===== src/verilog/lccm_defs.vh =====
`ifndef LCCM_DEFS_VH
`define LCCM_DEFS_VH

// Register addresses (7-bit SPI address field)
`define LCCM_ADDR_FUNC_CTRL 7'h00
`define LCCM_ADDR_CH1_ON 7'h20
`define LCCM_ADDR_CH1_OFF 7'h21
`define LCCM_ADDR_CH2_ON 7'h22
`define LCCM_ADDR_CH2_OFF 7'h23
`define LCCM_ADDR_CH3_ON 7'h24
`define LCCM_ADDR_CH3_OFF 7'h25

// Function control field positions
`define LCCM_FC_IF_READY 7
`define LCCM_FC_CLR_ERR 6
`define LCCM_FC_DIM_EN_HI 3
`define LCCM_FC_DIM_EN_LO 1

// Reset values
`define LCCM_FC_RST 8'h00
`define LCCM_VOLT_RST 8'h00
`define LCCM_VOLT_ZERO 8'h00

// SPI frame layout: write flag, 7 address bits, 8 data bits
`define LCCM_SPI_FRAME_BITS 5'h10
`define LCCM_SPI_HDR_BITS 5'h08

// Timing: clock rate and times in their own units
`define LCCM_CLK_MHZ 125
`define LCCM_OC_HOLD_MS 16
`define LCCM_MEAS_PER_US 100
`define LCCM_STATIC_MS 10
`define LCCM_OC_HOLD_CYC (`LCCM_OC_HOLD_MS * 1000 * `LCCM_CLK_MHZ)
`define LCCM_MEAS_PER_CYC (`LCCM_MEAS_PER_US * `LCCM_CLK_MHZ)
`define LCCM_STATIC_CYC (`LCCM_STATIC_MS * 1000 * `LCCM_CLK_MHZ)

`endif


===== src/verilog/lccm_spi_slave.v =====
`timescale 1ns/100ps
`default_nettype none
`include "lccm_defs.vh"

// Oversampled SPI slave, mode 0, MSB first, 16-bit frames
module lccm_spi_slave (
  input wire sys_clk,
  input wire rst_b,
  input wire spiCsB,
  input wire spiSclk,
  input wire spiMosi,
  output wire spiMisoOut,
  output wire spiMisoOeB,
  output wire [6:0] rdAddr,
  input wire [7:0] rdData,
  output reg wrStb_ff,
  output reg [6:0] wrAddr_ff,
  output reg [7:0] wrData_ff
);

  reg sclkDly_ff; // Previous serial clock level
  reg csDly_ff; // Previous select level
  reg [4:0] bitCnt_ff; // Bits taken in this frame
  reg [15:0] shIn_ff; // Incoming shift register
  reg [7:0] shOut_ff; // Outgoing shift register
  reg rdLoad_ff; // Header complete, load read data

  wire sclkRise = spiSclk & ~sclkDly_ff;
  wire sclkFall = ~spiSclk & sclkDly_ff;
  wire csStart = ~spiCsB & csDly_ff;
  wire csEnd = spiCsB & ~csDly_ff;

  // Address of a read is the seven bits after the write flag
  assign rdAddr = shIn_ff[6:0];
  // Read data leaves MSB first
  assign spiMisoOut = shOut_ff[7];
  // Output enable is low while selected
  assign spiMisoOeB = spiCsB;

  // Frame engine
  always @(posedge sys_clk or negedge rst_b) begin
    if (!rst_b) begin
      sclkDly_ff <= 1'b0;
      csDly_ff <= 1'b1;
      bitCnt_ff <= 5'h00;
      shIn_ff <= 16'h0000;
      shOut_ff <= 8'h00;
      rdLoad_ff <= 1'b0;
      wrStb_ff <= 1'b0;
      wrAddr_ff <= 7'h00;
      wrData_ff <= 8'h00;
    end else begin
      sclkDly_ff <= spiSclk;
      csDly_ff <= spiCsB;
      wrStb_ff <= 1'b0;
      rdLoad_ff <= 1'b0;
      if (csStart) begin
        // New frame
        bitCnt_ff <= 5'h00;
        shOut_ff <= 8'h00;
      end else if (csEnd) begin
        // Only whole write frames take effect, others are dropped
        if ((bitCnt_ff == `LCCM_SPI_FRAME_BITS) && shIn_ff[15]) begin
          wrStb_ff <= 1'b1;
          wrAddr_ff <= shIn_ff[14:8];
          wrData_ff <= shIn_ff[7:0];
        end
      end else if (!spiCsB) begin
        if (sclkRise) begin
          shIn_ff <= {shIn_ff[14:0], spiMosi};
          if (bitCnt_ff != 5'h1F) begin
            bitCnt_ff <= bitCnt_ff + 5'h01;
          end
          if (bitCnt_ff == (`LCCM_SPI_HDR_BITS - 5'h01)) begin
            rdLoad_ff <= 1'b1;
          end
        end else if (rdLoad_ff) begin
          // Header in, fetch the addressed register
          shOut_ff <= rdData;
        end else if (sclkFall && (bitCnt_ff > `LCCM_SPI_HDR_BITS)) begin
          shOut_ff <= {shOut_ff[6:0], 1'b0};
        end
      end
    end
  end

endmodule // lccm_spi_slave

`default_nettype wire


===== src/verilog/lccm_top.v =====
`timescale 1ns/100ps
`default_nettype none
`include "lccm_defs.vh"

// Digital control and measurement core of a three-channel LED driver
module lccm_top #(
  parameter OC_HOLD_CYC = `LCCM_OC_HOLD_CYC,
  parameter MEAS_PER_CYC = `LCCM_MEAS_PER_CYC,
  parameter STATIC_CYC = `LCCM_STATIC_CYC
) (
  input wire sys_clk,
  input wire rst_b,
  input wire [2:0] dimIn,
  input wire [2:0] ocDetect,
  input wire [2:0] switchReq,
  input wire measValid,
  input wire [23:0] measCode,
  input wire errPresent,
  input wire spiCsB,
  input wire spiSclk,
  input wire spiMosi,
  output wire spiMisoOut,
  output wire spiMisoOeB,
  output wire [2:0] gateDriveOut,
  output wire [2:0] ocHoldActive,
  output wire measReq,
  output wire errClearReq
);

  // Counter reload values, worked out at full width first
  localparam [31:0] OC_LOAD_W = OC_HOLD_CYC - 1;
  localparam [31:0] STATIC_LAST_W = STATIC_CYC - 1;
  localparam [31:0] MEAS_LAST_W = MEAS_PER_CYC - 1;
  // Counters are 22 bits wide, enough for the longest default span
  localparam [21:0] OC_LOAD = OC_LOAD_W[21:0];
  localparam [21:0] STATIC_LAST = STATIC_LAST_W[21:0];
  localparam [21:0] MEAS_LAST = MEAS_LAST_W[21:0];

  // Register bus signals
  // Write strobe is one cycle wide; reads are combinational
  wire [6:0] rdAddr; // Address of the current read
  reg [7:0] rdData; // Data returned for that address
  wire wrStb; // One-cycle write pulse
  wire [6:0] wrAddr; // Write address
  wire [7:0] wrData; // Write data
  wire fcWrite; // Write to function control

  // Function control register fields
  reg ifReady_ff; // Interface-ready flag
  reg clrError_ff; // Pending error-clear request
  reg errSeen_ff; // Error met while request pending
  reg clrPulse_ff; // Clear command towards error logic
  reg [2:0] dimEnable_ff; // Per-channel dimming enable
  wire [7:0] fcReadVal; // Read view of function control

  // Measurement timing
  reg [21:0] measCnt_ff; // Measurement period counter
  reg measReq_ff; // Sample request pulse

  // Per-channel result buses for the read mux
  wire [23:0] onVoltBus; // On-state results, channel 1 low
  wire [23:0] offVoltBus; // Off-state results, channel 1 low

  // Serial interface shifter
  // Frames are checked there; only whole writes reach the registers
  lccm_spi_slave uSpi (
    .sys_clk(sys_clk),
    .rst_b(rst_b),
    .spiCsB(spiCsB),
    .spiSclk(spiSclk),
    .spiMosi(spiMosi),
    .spiMisoOut(spiMisoOut),
    .spiMisoOeB(spiMisoOeB),
    .rdAddr(rdAddr),
    .rdData(rdData),
    .wrStb_ff(wrStb),
    .wrAddr_ff(wrAddr),
    .wrData_ff(wrData)
  );

  // Write strobe aimed at the function control register
  // A cut frame raises no strobe, so it changes nothing here
  assign fcWrite = wrStb && (wrAddr == `LCCM_ADDR_FUNC_CTRL);

  // Reserved bits 5:4 and 0 always read as zero
  // Ready and clear flags on top, enables in bits 3:1
  assign fcReadVal = {ifReady_ff, clrError_ff, 2'b00, dimEnable_ff, 1'b0};

  // Read decode; unmapped addresses return zero
  // Combinational so the byte is ready the cycle after the header ends
  always @* begin
    if (rdAddr == `LCCM_ADDR_FUNC_CTRL) begin
      rdData = fcReadVal;
    end else if (rdAddr == `LCCM_ADDR_CH1_ON) begin
      rdData = onVoltBus[7:0];
    end else if (rdAddr == `LCCM_ADDR_CH1_OFF) begin
      rdData = offVoltBus[7:0];
    end else if (rdAddr == `LCCM_ADDR_CH2_ON) begin
      rdData = onVoltBus[15:8];
    end else if (rdAddr == `LCCM_ADDR_CH2_OFF) begin
      rdData = offVoltBus[15:8];
    end else if (rdAddr == `LCCM_ADDR_CH3_ON) begin
      rdData = onVoltBus[23:16];
    end else if (rdAddr == `LCCM_ADDR_CH3_OFF) begin
      rdData = offVoltBus[23:16];
    end else begin
      // Nothing mapped here
      rdData = 8'h00;
    end
  end

  // Interface-ready flag, as last written by the controller
  // Each completed write to this register loads bit 7 into the flag,
  // so a later write with bit 7 low clears it again
  always @(posedge sys_clk or negedge rst_b) begin
    if (!rst_b) begin
      // Interface not yet proven after reset
      ifReady_ff <= 1'b0;
    end else if (fcWrite) begin
      ifReady_ff <= wrData[`LCCM_FC_IF_READY];
    end
  end

  // Per-channel dimming enables; all channels off after reset
  // Reserved bits are not stored, whatever is written
  always @(posedge sys_clk or negedge rst_b) begin
    if (!rst_b) begin
      dimEnable_ff <= 3'h0;
    end else if (fcWrite) begin
      dimEnable_ff <= wrData[`LCCM_FC_DIM_EN_HI:`LCCM_FC_DIM_EN_LO];
    end
  end

  // Error-clear request: set by a one, released once errors are gone
  // Remembers whether an error was met, so a request made with no error
  // present waits for one instead of releasing at once
  always @(posedge sys_clk or negedge rst_b) begin
    if (!rst_b) begin
      clrError_ff <= 1'b0;
      errSeen_ff <= 1'b0;
    end else if (fcWrite && wrData[`LCCM_FC_CLR_ERR]) begin
      // A new request wins over a release in the same cycle
      clrError_ff <= 1'b1;
      errSeen_ff <= errPresent;
    end else if (clrError_ff) begin
      if (errPresent) begin
        // Error met while the request is pending
        errSeen_ff <= 1'b1;
      end else if (errSeen_ff) begin
        // Errors have been cleared: release the request
        clrError_ff <= 1'b0;
        errSeen_ff <= 1'b0;
      end
    end
  end

  // Clear command towards the error logic, one cycle behind the request
  // Registered so the error logic never sees a glitch from the bus decode
  always @(posedge sys_clk or negedge rst_b) begin
    if (!rst_b) begin
      clrPulse_ff <= 1'b0;
    end else begin
      // Stands while a request meets a live error
      clrPulse_ff <= clrError_ff & errPresent;
    end
  end

  // Clear command leaves the block straight from its register
  assign errClearReq = clrPulse_ff;

  // Measurement period counter, wraps once per sample period
  // Runs from reset, so the first request comes a full period later
  always @(posedge sys_clk or negedge rst_b) begin
    if (!rst_b) begin
      measCnt_ff <= 22'h000000;
    end else if (measCnt_ff == MEAS_LAST) begin
      // Period over, start the next one
      measCnt_ff <= 22'h000000;
    end else begin
      // Count on within the period
      measCnt_ff <= measCnt_ff + 22'h000001;
    end
  end

  // Sample request, one cycle wide at each wrap of the counter
  always @(posedge sys_clk or negedge rst_b) begin
    if (!rst_b) begin
      measReq_ff <= 1'b0;
    end else begin
      // All three channels are sampled together
      measReq_ff <= (measCnt_ff == MEAS_LAST);
    end
  end

  // Request leaves the block straight from its register
  assign measReq = measReq_ff;

  // Channel logic, one copy per channel
  // Channels share nothing but the converter codes, the result strobe and the enables
  genvar ch;
  generate
    for (ch = 0; ch < 3; ch = ch + 1) begin : gChan
      reg ocHold_ff; // Overcurrent hold-off active
      reg [21:0] holdCnt_ff; // Remaining hold-off cycles
      reg gate_ff; // Gate drive command
      reg dimDly_ff; // Previous dimming level
      reg [21:0] statCnt_ff; // Cycles since last transfer
      reg [7:0] lastOn_ff; // Latest sample with dimming high
      reg [7:0] lastOff_ff; // Latest sample with dimming low
      reg [7:0] onVolt_ff; // On-state result register
      reg [7:0] offVolt_ff; // Off-state result register
      wire dimEdge; // Any dimming transition
      wire staticDue; // Level unchanged for the static interval
      wire runOk; // All conditions to switch are met
      wire [7:0] code; // This channel's converter code

      // Edge and static checks that trigger a result transfer
      assign dimEdge = dimIn[ch] ^ dimDly_ff;
      assign staticDue = (statCnt_ff == STATIC_LAST);
      assign code = measCode[ch*8 +: 8];

      // Enable, dimming level and hold-off all gate the switching
      // The event itself blocks too, so the gate drops on the edge that sees it
      assign runOk = dimEnable_ff[ch] & dimIn[ch] & ~ocHold_ff & ~ocDetect[ch];

      // Hold-off flag: raised by an event, dropped when the count is spent
      // A new event in the last cycle wins, so a late trip is never lost
      always @(posedge sys_clk or negedge rst_b) begin
        if (!rst_b) begin
          ocHold_ff <= 1'b0;
        end else if (ocDetect[ch]) begin
          // Event: stop the channel at once
          ocHold_ff <= 1'b1;
        end else if (ocHold_ff && (holdCnt_ff == 22'h000000)) begin
          // Hold-off over, channel restarts on its own
          ocHold_ff <= 1'b0;
        end
      end

      // Hold-off counter; a new event reloads it
      always @(posedge sys_clk or negedge rst_b) begin
        if (!rst_b) begin
          holdCnt_ff <= 22'h000000;
        end else if (ocDetect[ch]) begin
          // Load the full hold-off span
          holdCnt_ff <= OC_LOAD;
        end else if (ocHold_ff && (holdCnt_ff != 22'h000000)) begin
          // Count down while the hold-off runs
          holdCnt_ff <= holdCnt_ff - 22'h000001;
        end
      end

      // Gate drive follows the hysteretic switch request when allowed
      // Registered, so the pin never glitches on a late request change
      always @(posedge sys_clk or negedge rst_b) begin
        if (!rst_b) begin
          gate_ff <= 1'b0;
        end else if (runOk) begin
          // Follow the comparator while every condition holds
          gate_ff <= switchReq[ch];
        end else begin
          // Dimming low, disabled or overcurrent: transistor off
          gate_ff <= 1'b0;
        end
      end

      // Samples sorted by the dimming level they were taken at
      // Sorting keeps the on register free of off-state samples
      always @(posedge sys_clk or negedge rst_b) begin
        if (!rst_b) begin
          lastOn_ff <= `LCCM_VOLT_RST;
          lastOff_ff <= `LCCM_VOLT_RST;
        end else if (measValid) begin
          // Code passes unchanged, zero stands for 0 V
          if (dimIn[ch]) begin
            lastOn_ff <= code;
          end else begin
            lastOff_ff <= code;
          end
        end
      end

      // Dimming level one cycle back, for edge detection
      // Resets low to match an idle pin, so no false edge follows reset
      always @(posedge sys_clk or negedge rst_b) begin
        if (!rst_b) begin
          dimDly_ff <= 1'b0;
        end else begin
          dimDly_ff <= dimIn[ch];
        end
      end

      // Cycles since the last transfer; restarts on every transfer
      always @(posedge sys_clk or negedge rst_b) begin
        if (!rst_b) begin
          statCnt_ff <= 22'h000000;
        end else if (dimEdge || staticDue) begin
          // Transfer this cycle, start a new static spell
          statCnt_ff <= 22'h000000;
        end else begin
          // Level unchanged, keep counting
          statCnt_ff <= statCnt_ff + 22'h000001;
        end
      end

      // Transfer to the result registers on edges or after a static spell
      // A sample arriving in the transfer cycle waits for the next one
      always @(posedge sys_clk or negedge rst_b) begin
        if (!rst_b) begin
          onVolt_ff <= `LCCM_VOLT_RST;
          offVolt_ff <= `LCCM_VOLT_RST;
        end else if (dimEdge || staticDue) begin
          // Copy the latest sorted samples
          onVolt_ff <= lastOn_ff;
          offVolt_ff <= lastOff_ff;
        end
      end

      // Channel state onto the shared output and read buses
      assign gateDriveOut[ch] = gate_ff;
      assign ocHoldActive[ch] = ocHold_ff;
      assign onVoltBus[ch*8 +: 8] = onVolt_ff;
      assign offVoltBus[ch*8 +: 8] = offVolt_ff;
    end
  endgenerate

endmodule // lccm_top

`default_nettype wire

===== config.mk =====
export PLATFORM = sky130hd
export DESIGN_NAME = lccm_top
export DESIGN_NICKNAME = d
export VERILOG_FILES = /design/src/verilog/lccm_spi_slave.v /design/src/verilog/lccm_top.v
export VERILOG_INCLUDE_DIRS = /design/src /design/src/verilog
export SDC_FILE = /design/constraint.sdc
export NUM_CORES = 1
export LEC_CHECK = 0
export BUFFER_PORTS_ARGS = -buffer_cell sky130_fd_sc_hd__buf_4
export CORE_ASPECT_RATIO = 0.9
export CORE_MARGIN = 5
export CORE_UTILIZATION = 55
export DETAILED_ROUTE_END_ITERATION = 8
export PLACE_DENSITY = 0.72
export SLEW_MARGIN = 10
export SYNTH_ARGS = -nofsm -noshare
export SYNTH_HDL_FRONTEND = slang
export SYNTH_SLANG_ARGS = --single-unit

===== constraint.sdc =====
create_clock -name sys_clk -period 3.43 [get_ports sys_clk]
set_input_delay 0.686 -clock sys_clk [delete_from_list [all_inputs] [get_ports sys_clk]]
set_output_delay 0.686 -clock sys_clk [all_outputs]
set_load 0.1 [all_outputs]

==> results of run 1 <==
state kept, by name (all words and copies together) (netlist names), 3 cells and up:
| signal | count |
|---|---|
| gChan.dimDly_ff | 3 |
| gChan.offVolt_ff | 24 |
| gChan.gate_ff | 3 |
| gChan.onVolt_ff | 24 |
| uSpi.bitCnt_ff | 5 |
| gChan.lastOff_ff | 24 |
| gChan.holdCnt_ff | 66 |
| uSpi.shOut_ff | 8 |
| gChan.lastOn_ff | 24 |
| measCnt_ff | 22 |
| uSpi.shIn_ff | 16 |
| gChan.ocHold_ff | 3 |
| uSpi.wrData_ff | 5 |
| dimEnable_ff | 3 |
| gChan.statCnt_ff | 66 |
| uSpi.wrAddr_ff | 7 |
synth_stat cells, types with 10 or more instances:
| library cell | instances |
|---|---|
| sky130_fd_sc_hd__and3_1 | 13 |
| sky130_fd_sc_hd__nor2_1 | 136 |
| sky130_fd_sc_hd__nor2b_1 | 14 |
| sky130_fd_sc_hd__xor2_1 | 70 |
| sky130_fd_sc_hd__o21ai_0 | 31 |
| sky130_fd_sc_hd__dfrtp_1 | 311 |
| sky130_fd_sc_hd__nor3_1 | 33 |
| sky130_fd_sc_hd__or2_2 | 10 |
| sky130_fd_sc_hd__a21oi_1 | 28 |
| sky130_fd_sc_hd__or3_1 | 16 |
| sky130_fd_sc_hd__mux2i_1 | 10 |
| sky130_fd_sc_hd__or4_1 | 17 |
| sky130_fd_sc_hd__mux2_2 | 131 |
| sky130_fd_sc_hd__o31ai_1 | 12 |
| sky130_fd_sc_hd__clkbuf_1 | 28 |
| sky130_fd_sc_hd__inv_1 | 30 |
| sky130_fd_sc_hd__nand2b_1 | 31 |
| sky130_fd_sc_hd__nand4_1 | 40 |
| sky130_fd_sc_hd__xnor2_1 | 45 |
| sky130_fd_sc_hd__nor4b_1 | 14 |
| sky130_fd_sc_hd__nand2_1 | 68 |
| sky130_fd_sc_hd__nor4_1 | 36 |
| sky130_fd_sc_hd__nand3_1 | 37 |
| sky130_fd_sc_hd__ha_1 | 15 |
per-stage QoR:
step	area [um2]	std cells	util (%)	hold slack (ps)	worst slack (ps)
after detailed placement	15400	1662	58.9	472	917
after CTS	16500	1719	63.1	153	914
after global placement	15400	1662	58.9	463	987
after global routing	16500	1719	63.1	174	709
final	16500	1719	63.1	146	815
after floorplan	14600	1300	-	390	951
critical path, stage by stage, from the launching register on:
cell and delay [ps]:
sky130_fd_sc_hd__dfrtp_1 440, sky130_fd_sc_hd__nor4_1 520, sky130_fd_sc_hd__nand4_1 490, sky130_fd_sc_hd__o211ai_4 590
sky130_fd_sc_hd__nor4_1 80, sky130_fd_sc_hd__or3_1 360
worst paths after layout:
path,cells past startpoint,end,start,slack (ps)
min in group sys_clk,1,uSpi.sclkDly_ff,spiSclk,270
max,5,gChan[1].holdCnt_ff[17],gChan[1].holdCnt_ff[18],820
min,1,gChan[2].holdCnt_ff[3],rst_b,150
max in group asynchronous,2,measCnt_ff[0],rst_b,2490
max reg2reg,5,gChan[1].holdCnt_ff[17],gChan[1].holdCnt_ff[18],820
min reg2reg,1,measCnt_ff[21],measCnt_ff[21],480
cell type report:
class                      count  area share [%]
tap                          348            2.64
clock inverter                15            1.28
timing repair buffer          62            3.17
sequential                   312            47.3
clock buffer                  42            5.44
multi-input combinational    910            39.4
inverter                      30           0.683
cell families (layout without fill, tap and decap cells):
logic type,count (synthesis),count (layout),share of synthesized area [%]
and+or+nand+nor,522,522,19.8
adders and majority gates,15,15,1.28
AOI/OAI and AO/OA,117,117,5.52
muxes,141,141,10.8
buffers and inverters,78,149,2.44
xor gates and xnor gates,115,115,6.88
DFF,312,312,53.3
per-layer routing:
layer  track usage (%)  wire length, um  vias to the layer above
li1                  -                -                     4742
met1              28.9            13900                     4838
met2              30.4            12900                      150
met3              4.03             1280                       44
met4              4.16              560                        2
met5                 0               20                        -
where the power goes:
group	internal, uW	leakage (uW)	switching (uW)
Clock	2200	0.000542	1400
Combinational	452	0.00248	486
Sequential	3990	0.00388	293
Total	6640	0.00691	2180
==> out/qor_table.md, run 1 <==
| Result | Reported | Unit |
| --- | --- | --- |
| Kind of start point of the critical path | flip-flop | - |
| Largest vdd supply drop | 0.460 | mV |
| Sequential cell area in the final layout | 7810 | um2 |
| CP max FO | 17 | - |
| Global-route wire length before repair | 49300 | um |
| Data required time at the worst endpoint | 3860 | ps |
| Via density | 5.69 | - |
| Number of global-route vias before repair | 9625 | - |
| Clock buffer count from CTS | 31 | - |
| Antenna violations before repair | 1 | - |
| Floorplan Core Area | 26100 | um2 |
| Endpoints failing setup | 0 | - |
| Buffer levels on the longest clock path | 3 | - |
| Leading post-synthesis cells by cell area | sky130_fd_sc_hd__dfrtp_1 (53%), sky130_fd_sc_hd__mux2_2 (10%), sky130_fd_sc_hd__xor2_1 (4.2%) | - |
| Iter 0 DRT Violations | 583 | - |
| Buffers on Ports | 49 | - |
| H-Tree Level Count | 1 | - |
| Maximum number of pins on one net before global-route repair | 84 | - |
| Number of core rows | 56 | - |
| Part of the Yosys area used for sequential elements | 53.3 | % |
| Synthesized area | 14600 | um2 |
| Kind of path behind the tightest hold check | in2async | - |
| Ys flop type | sky130_fd_sc_hd__dfrtp_1 | - |
| Leakage power summed over all cells | 0.00691 | uW |
| Synth area leader | sky130_fd_sc_hd__dfrtp_1 | - |
| Number of enable flip-flop cells after synthesis | 0 | - |
| Clock latency at the later pin of the worst-skew pair | 550 | ps |
| Crit end category | flip-flop | - |
| Y dimension of the die | 165 | um |
| Count of TritonRoute iterations in the first routing pass | 7 | - |
| Share of cells above drive strength 1 | 20.9 | % |
| Hold violation total from the final report | 0 | - |
| Synthesis warning total | 0 | - |
| Data arrival, critical path | 3040 | ps |
| Clock sink total | 312 | - |
| Total wire length | 28600 | um |
| Total Die Area | 30000 | um2 |
| Final clock period utilization by the worst path | 76.2 | % |
| Measured slew at the worst slew-check pin | 911 | ps |
| Final Critical Period | 2610 | ps |
| CTS clk-pin slew, worst paths | 60 | ps |
| Mean instance size in the synthesized netlist | 11.3 | um2 |
| Number of distinct library cells after synthesis | 71 | - |
| TritonCTS clock tree | done | - |
| Layout overhead on the synthesized area | 12.6 | % |
| Final ANT Viol Nets | 0 | - |
| Most used cells in the layout excluding fill and tap cells | sky130_fd_sc_hd__dfrtp_1 (311), sky130_fd_sc_hd__nor2_1 (136), sky130_fd_sc_hd__mux2_2 (131) | - |
| WL/cell | 16.6 | um |
| Fmax achieved | 0.382 | GHz |
| Clock root cell | sky130_fd_sc_hd__clkbuf_16 | - |
| Effective utilization at floorplan | 56.0 | % |
| Final total negative setup slack | 0 | ps |
| Overall overflow remaining after global route | 0 | - |
| Number of violations of the max-capacitance limit | 0 | - |
| Diodes inserted | 0 | - |
| Post-CTS Setup Repair Bufs | 0 | - |
| Area used by multi-input combinational logic | 6510 | um2 |
| Unrepaired setup endpoints after global routing | no | - |
| Quantity of hold-fixing buffers added after cts | 0 | - |
| Post-synthesis sequential element count | 312 | - |
| HPWL reported at the end of detailed placement | 19400 | um |
| Power per Cell Area | 535 | nW/um2 |
| Gate count after technology mapping | 1300 | - |
| Total power | 8830 | uW |
| Routability cong. | 0.872 | - |
| Die Span X | 182 | um |
| Status | complete, no violations | - |
| Post-CTS Resized | 0 | - |
| Total Routing Usage GR | 19.6 | % |
| Share of the synthesized area in the top cell type | 53.1 | % |
| Headroom to the max-slew limit | 39.3 | % |
| Slew Viols, Final | 0 | - |
| Layout Skew | 10.4 | ps |
| I/O pin cnt | 50 | - |
| Leading cell type in the layout, fill and taps excluded | sky130_fd_sc_hd__dfrtp_1 | - |
| Layout fillers | 2045 | - |
| Net count of the mapped netlist | 1355 | - |
| Routed vias | 9776 | - |
| Remaining DRCs | 0 | - |
| Final nets | 1402 | - |
| Post-synth ARST share | 100 | % |
| Type of the setup path with the least slack | reg2reg | - |
Note: power is estimated with default switching activity, not from simulation.
==> run 2: changes to the inputs <==
==> constraint.sdc (replaced) <==
create_clock -name sys_clk -period 2.6 [get_ports sys_clk]
set_input_delay 0.52 -clock sys_clk [delete_from_list [all_inputs] [get_ports sys_clk]]
set_output_delay 0.52 -clock sys_clk [all_outputs]
set_load 0.1 [all_outputs]
==> run 2 against run 1 <==
Against the previous run: combinational power rose by 42%; critical path depth did not move; clock power rose by 49%; first-iteration DRC count rose by 16%; critical path type unchanged; global-route usage rose by 0.22 points; power rose by 40%; highest routed layer is now met4; final cell count rose by 1.3%; via count rose by 1.4%.
==> out/qor_table.md, run 2 (synthesis gave the netlist of run 1 again) <==
| Result | Reported | Unit |
| --- | --- | --- |
| Status | complete, no violations | - |
| Buffer levels on the longest clock path | 3 | - |
| Post-CTS Resized | 0 | - |
| Internal power | 9380 | uW |
| Remaining DRCs | 0 | - |
| Total Die Area | 30000 | um2 |
| Layout overhead on the synthesized area | 14.8 | % |
| Leading cell type in the layout, fill and taps excluded | sky130_fd_sc_hd__dfrtp_1 | - |
| Clock buffer count from CTS | 34 | - |
| Measured slew at the worst slew-check pin | 730 | ps |
| Via density | 5.69 | - |
| Iter 0 DRT Violations | 679 | - |
| Number of global-route vias before repair | 10106 | - |
| Antenna violations before repair | 1 | - |
| Routed vias | 9913 | - |
| Final ANT Viol Nets | 0 | - |
| I/O pin cnt | 50 | - |
| Endpoints failing setup | 0 | - |
| Die Span X | 182 | um |
| HPWL reported at the end of detailed placement | 20000 | um |
| Number of violations of the max-capacitance limit | 0 | - |
| Hold violation total from the final report | 0 | - |
| Clock sink total | 312 | - |
| Total wire length | 29300 | um |
| Net switching power figure | 2940 | uW |
| Count of buffer and inverter cells on the critical path | 0 | - |
| Slew Viols, Final | 0 | - |
| Y dimension of the die | 165 | um |
| Type of the setup path with the least slack | reg2reg | - |
| Overall overflow remaining after global route | 0 | - |
| Regs by FF count | gChan.holdCnt_ff x66, gChan.statCnt_ff x66 | - |
| Effective utilization at floorplan | 56.0 | % |
| TritonCTS clock tree | done | - |
| Count of TritonRoute iterations in the first routing pass | 5 | - |
| Headroom to the max-slew limit | 50.1 | % |
| Part of the power in registers | 45.5 | % |
| Maximum number of pins on one net before global-route repair | 65 | - |
| Clock network fraction of total power | 43.7 | % |
| Global-route wire length before repair | 49800 | um |
| Hold_sp | spiSclk | - |
| Floorplan Core Area | 26100 | um2 |
| CP max FO | 19 | - |
| Kind of path behind the tightest hold check | in2reg | - |
| Data required time at the worst endpoint | 2980 | ps |
| Dpl cell area | 15500 | um2 |
| Data arrival, critical path | 2830 | ps |
| Final instance area | 16800 | um2 |
| Layout Skew | 10.9 | ps |
| Clock latency at the later pin of the worst-skew pair | 500 | ps |
| Final nets | 1423 | - |
| Final total negative setup slack | 0 | ps |
| Critical path, cell by cell | or4b_2 > nor4_1 > nand4_1 > nand2_2 > mux2_2 | - |
| Largest delay share family, worst path | simple AND/OR/NAND/NOR gates | - |
| Routability cong. | 0.845 | - |
| Total Routing Usage GR | 19.8 | % |
| Critical path's slowest cell | sky130_fd_sc_hd__or4b_2 | - |
| Power per Cell Area | 733 | nW/um2 |
| Start of the worst register-to-register path | gChan[1].statCnt_ff[10] | - |
| Leakage power summed over all cells | 0.00708 | uW |
| Total power | 12300 | uW |
| Share of cells above drive strength 1 | 21.9 | % |
| Fmax achieved | 0.407 | GHz |
| Number of core rows | 56 | - |
| Comb pwr share | 10.8 | % |
| Post-route worst hold slack | 154 | ps |
| CP Launch Point | gChan[1].statCnt_ff[10] | - |
| Kind of start point of the critical path | flip-flop | - |
| Clock root cell | sky130_fd_sc_hd__clkbuf_16 | - |
| Most used cells in the layout excluding fill and tap cells | sky130_fd_sc_hd__dfrtp_1 (311), sky130_fd_sc_hd__nor2_1 (136), sky130_fd_sc_hd__mux2_2 (131) | - |
| Final clock period utilization by the worst path | 94.5 | % |
| H-Tree Level Count | 2 | - |
| Crit end category | flip-flop | - |
| Crit path largest cell delay | 670 | ps |
| WL/cell | 16.8 | um |
| CTS clk-pin slew, worst paths | 60 | ps |
| Final Critical Period | 2460 | ps |
| Buffers on Ports | 49 | - |
| Sw frac | 23.9 | % |
| Unrepaired setup endpoints after global routing | no | - |
| Largest vdd supply drop | 0.530 | mV |
## run 2: routing by layer
metal  GRT usage (%)  vias up  wire length, um
li1                -     4784                -
met1            27.5     4905            13800
met2            32.0      177            13500
met3            3.96       47             1360
met4            5.80        0              590
met5               0        -                0
## run 2: what timing repair did
action                    in CTS  in global routing
hold endpoints to repair      29                  0
setup buffers                  0                  0
hold buffers                   1                  0
## run 2: cell type report
| class | count | area [um2] |
|---|---|---|
| Inverter | 30 | 113 |
| Timing Repair Buffer | 80 | 673 |
| Clock inverter | 12 | 267 |
| Sequential cell | 312 | 7810 |
| Clock buffer | 48 | 1000 |
| Multi-Input combinational cell | 910 | 6510 |
| Tap cell | 348 | 435 |
| Fill cell | 2011 | 9330 |
| Antenna cell | 1 | 2.50 |
## run 2: final timing paths
path	endpoint	slack, ps	depth (start not counted)
hold / removal	uSpi.sclkDly_ff	150	1
setup reg to reg	gChan[1].onVolt_ff[2]	140	5
setup / recovery	gChan[1].onVolt_ff[2]	140	5
hold reg to reg	measCnt_ff[0]	480	1
max in group asynchronous	uSpi.csDly_ff	1290	3
min in group asynchronous	gChan[2].holdCnt_ff[3]	570	2
## run 2: worst register-to-register path, stage by stage, from the launching register on
cell and delay (ps):
sky130_fd_sc_hd__dfrtp_1 430, sky130_fd_sc_hd__or4b_2 670, sky130_fd_sc_hd__nor4_1 270, sky130_fd_sc_hd__nand4_1 180, sky130_fd_sc_hd__nand2_2 390, sky130_fd_sc_hd__mux2_2 400
## run 2: power groups by stage
stage	sequential [uW]	combinational, uW	clock [uW]
after floorplan	5540	931	0
after global placement	5670	1290	0
after detailed placement	5690	1320	0
after CTS	5610	1340	5510
after global routing	5660	1480	5710
final	5610	1330	5380
## run 2: through the flow
stage | utilization, % | worst slack (ps) | cells
global route | 64.3 | 28.6 | 1741
finish | 64.3 | 144 | 1741
detailed placement | 59.4 | 158 | 1679
CTS | 64.3 | 139 | 1740
floorplan | - | 254 | 1300
global placement | 59.4 | 221 | 1679
==> run 3: changes to the inputs <==
--- a/config.mk
+++ b/config.mk
@@ -6,7 +6,7 @@
 export SDC_FILE = /design/constraint.sdc
 export NUM_CORES = 1
 export LEC_CHECK = 0
-export BUFFER_PORTS_ARGS = -buffer_cell sky130_fd_sc_hd__buf_4
+export BUFFER_PORTS_ARGS = -buffer_cell sky130_fd_sc_hd__buf_2
 export CORE_ASPECT_RATIO = 0.9
 export CORE_MARGIN = 5
 export CORE_UTILIZATION = 55
==> run 3 against run 2 <==
Against the previous run: first-iteration DRC count is 10% lower; non-clock buffer count is 1 lower; hold slack better by 11 ps; sequential power hardly changed; combinational power hardly changed; fmax is 1.4% higher; critical path depth is 2 higher; final cell count stayed put; largest power group unchanged; highest routed layer is now met5.
==> out/qor_table.md, run 3 (synthesis gave the netlist of run 1 again) <==
| Result | Reported | Unit |
| --- | --- | --- |
| Status | complete, no violations | - |
| Final instance area | 16500 | um2 |
| Placed insts | 1678 | - |
| Fmax achieved | 0.413 | GHz |
| Clock sink total | 312 | - |
| Y dimension of the die | 165 | um |
| Buffer levels on the longest clock path | 3 | - |
| Data required time at the worst endpoint | 2980 | ps |
| Overall overflow remaining after global route | 0 | - |
| Antenna violations before repair | 7 | - |
| Total Routing Usage GR | 19.8 | % |
| Most used cells in the layout excluding fill and tap cells | sky130_fd_sc_hd__dfrtp_1 (311), sky130_fd_sc_hd__nor2_1 (136), sky130_fd_sc_hd__mux2_2 (131) | - |
| Clock buffer count from CTS | 35 | - |
| Total Die Area | 30000 | um2 |
| Routed vias | 9919 | - |
| Leading cell type in the layout, fill and taps excluded | sky130_fd_sc_hd__dfrtp_1 | - |
| Layout Skew | 14.8 | ps |
| HPWL reported at the end of detailed placement | 19900 | um |
| Critical path destination | gChan[2].holdCnt_ff[5] | - |
| Iter 0 DRT Violations | 608 | - |
| Pre-CTS setup slack | 185 | ps |
| Endpoints failing setup | 0 | - |
| Number of cells on the critical path | 7 | - |
| Number of core rows | 56 | - |
| Number of violations of the max-capacitance limit | 0 | - |
| Final Critical Period | 2420 | ps |
| Largest vdd supply drop | 0.514 | mV |
| Total wire length | 29300 | um |
| Leakage power summed over all cells | 0.00696 | uW |
| Register-to-register setup slack | 180 | ps |
| Total power | 11600 | uW |
| Layout overhead on the synthesized area | 12.8 | % |
| Data arrival, critical path | 2800 | ps |
| Effective utilization at floorplan | 56.0 | % |
| Buffers on Ports | 49 | - |
| Power per Cell Area | 705 | nW/um2 |
| Largest delay share family, worst path | simple AND/OR/NAND/NOR gates | - |
| Die Span X | 182 | um |
| CP max FO | 10 | - |
| Clock root cell | sky130_fd_sc_hd__clkbuf_16 | - |
| Critical path's slowest cell | sky130_fd_sc_hd__or4_4 | - |
| Post-CTS Setup Repair Bufs | 0 | - |
| Hold violation total from the final report | 0 | - |
| Measured slew at the worst slew-check pin | 722 | ps |
| Worst R2R Path Depth | 7 | - |
| Maximum number of pins on one net before global-route repair | 61 | - |
| Final ANT Viol Nets | 0 | - |
| Global-route wire length before repair | 49500 | um |
| Regs by FF count | gChan.holdCnt_ff x66, gChan.statCnt_ff x66 | - |
| Dpl cell area | 15400 | um2 |
| Routability cong. | 0.866 | - |
| Number of global-route vias before repair | 9922 | - |
| Count of buffer and inverter cells on the critical path | 1 | - |
| Clock latency at the later pin of the worst-skew pair | 510 | ps |
| Share of cells above drive strength 1 | 21.7 | % |
| Final total negative setup slack | 0 | ps |
| Type of the setup path with the least slack | reg2reg | - |
| Crit path largest cell delay | 470 | ps |
| WL/cell | 16.8 | um |
| Via density | 5.70 | - |
| Critical path, cell by cell | inv_1 > ha_1 > or3b_2 > or4_4 > o21ai_4 > nor3_1 > or3b_1 | - |
| Start of the worst register-to-register path | gChan[2].holdCnt_ff[0] | - |
| CP Launch Point | gChan[2].holdCnt_ff[0] | - |
| Final WS setup | 179 | ps |
| End of the worst register-to-register path | gChan[2].holdCnt_ff[5] | - |
| Final nets | 1423 | - |
| CTS clk-pin slew, worst paths | 60 | ps |
| Count of TritonRoute iterations in the first routing pass | 5 | - |
| Remaining DRCs | 0 | - |
| Cell Count, Final, Fillers Out | 1741 | - |
| Kind of path behind the tightest hold check | in2reg | - |
| Slew Viols, Final | 0 | - |
| H-Tree Level Count | 2 | - |
| Headroom to the max-slew limit | 51.5 | % |
| Unrepaired setup endpoints after global routing | no | - |
| Crit end category | flip-flop | - |
| TritonCTS clock tree | done | - |
| Kind of start point of the critical path | flip-flop | - |
| Floorplan Core Area | 26100 | um2 |
| Final clock period utilization by the worst path | 93.1 | % |
| I/O pin cnt | 50 | - |
[run 3: per-layer routing]
layer / GRT usage (%) / part of all wire, % / vias to the layer above
met3: 4.07 / 4.6 / 43
met5: 0 / 0.18 / -
met2: 31.5 / 46 / 145
met4: 5.18 / 1.8 / 8
li1: - / - / 4775
met1: 28.1 / 47 / 4948
[run 3: timing repair]
action / CTS / global route
gates resized for setup: 0 / 0
hold buffers: 1 / 0
hold endpoints to repair: 52 / 0
[run 3: power breakdown]
part / internal, uW / leakage (uW) / total (uW) / switching, uW
logic: 615 / 0.00253 / 1330 / 718
registers: 5270 / 0.00388 / 5600 / 329
clock network: 2830 / 0.000541 / 4720 / 1890
[run 3: layout make-up]
cell class	count	area (um2)
Sequential cell	312	7810
Inverter	30	113
Fill cell	2058	9610
Clock buffer	48	1020
Tap cell	348	435
Multi-Input combinational cell	910	6510
Timing Repair Buffer	79	546
Clock inverter	11	87.6
Antenna cell	3	7.51
[run 3: worst min path at each step]
stage	slack, ps	end	depth (start not counted)	start
finish	160	uSpi.sclkDly_ff	1	spiSclk
global route	150	uSpi.sclkDly_ff	1	spiSclk
CTS	140	uSpi.sclkDly_ff	1	spiSclk
detailed placement	460	measCnt_ff[21]	1	measCnt_ff[21]
global placement	460	uSpi.shOut_ff[1]	2	uSpi.shOut_ff[1]
floorplan	220	clrError_ff	0	rst_b
[run 3: through the flow]
step	util (%)	hold slack, ps
after detailed placement	58.9	462
after floorplan	-	224
final	63.2	165
after CTS	63.2	142
after global placement	58.9	458
after global routing	63.2	147
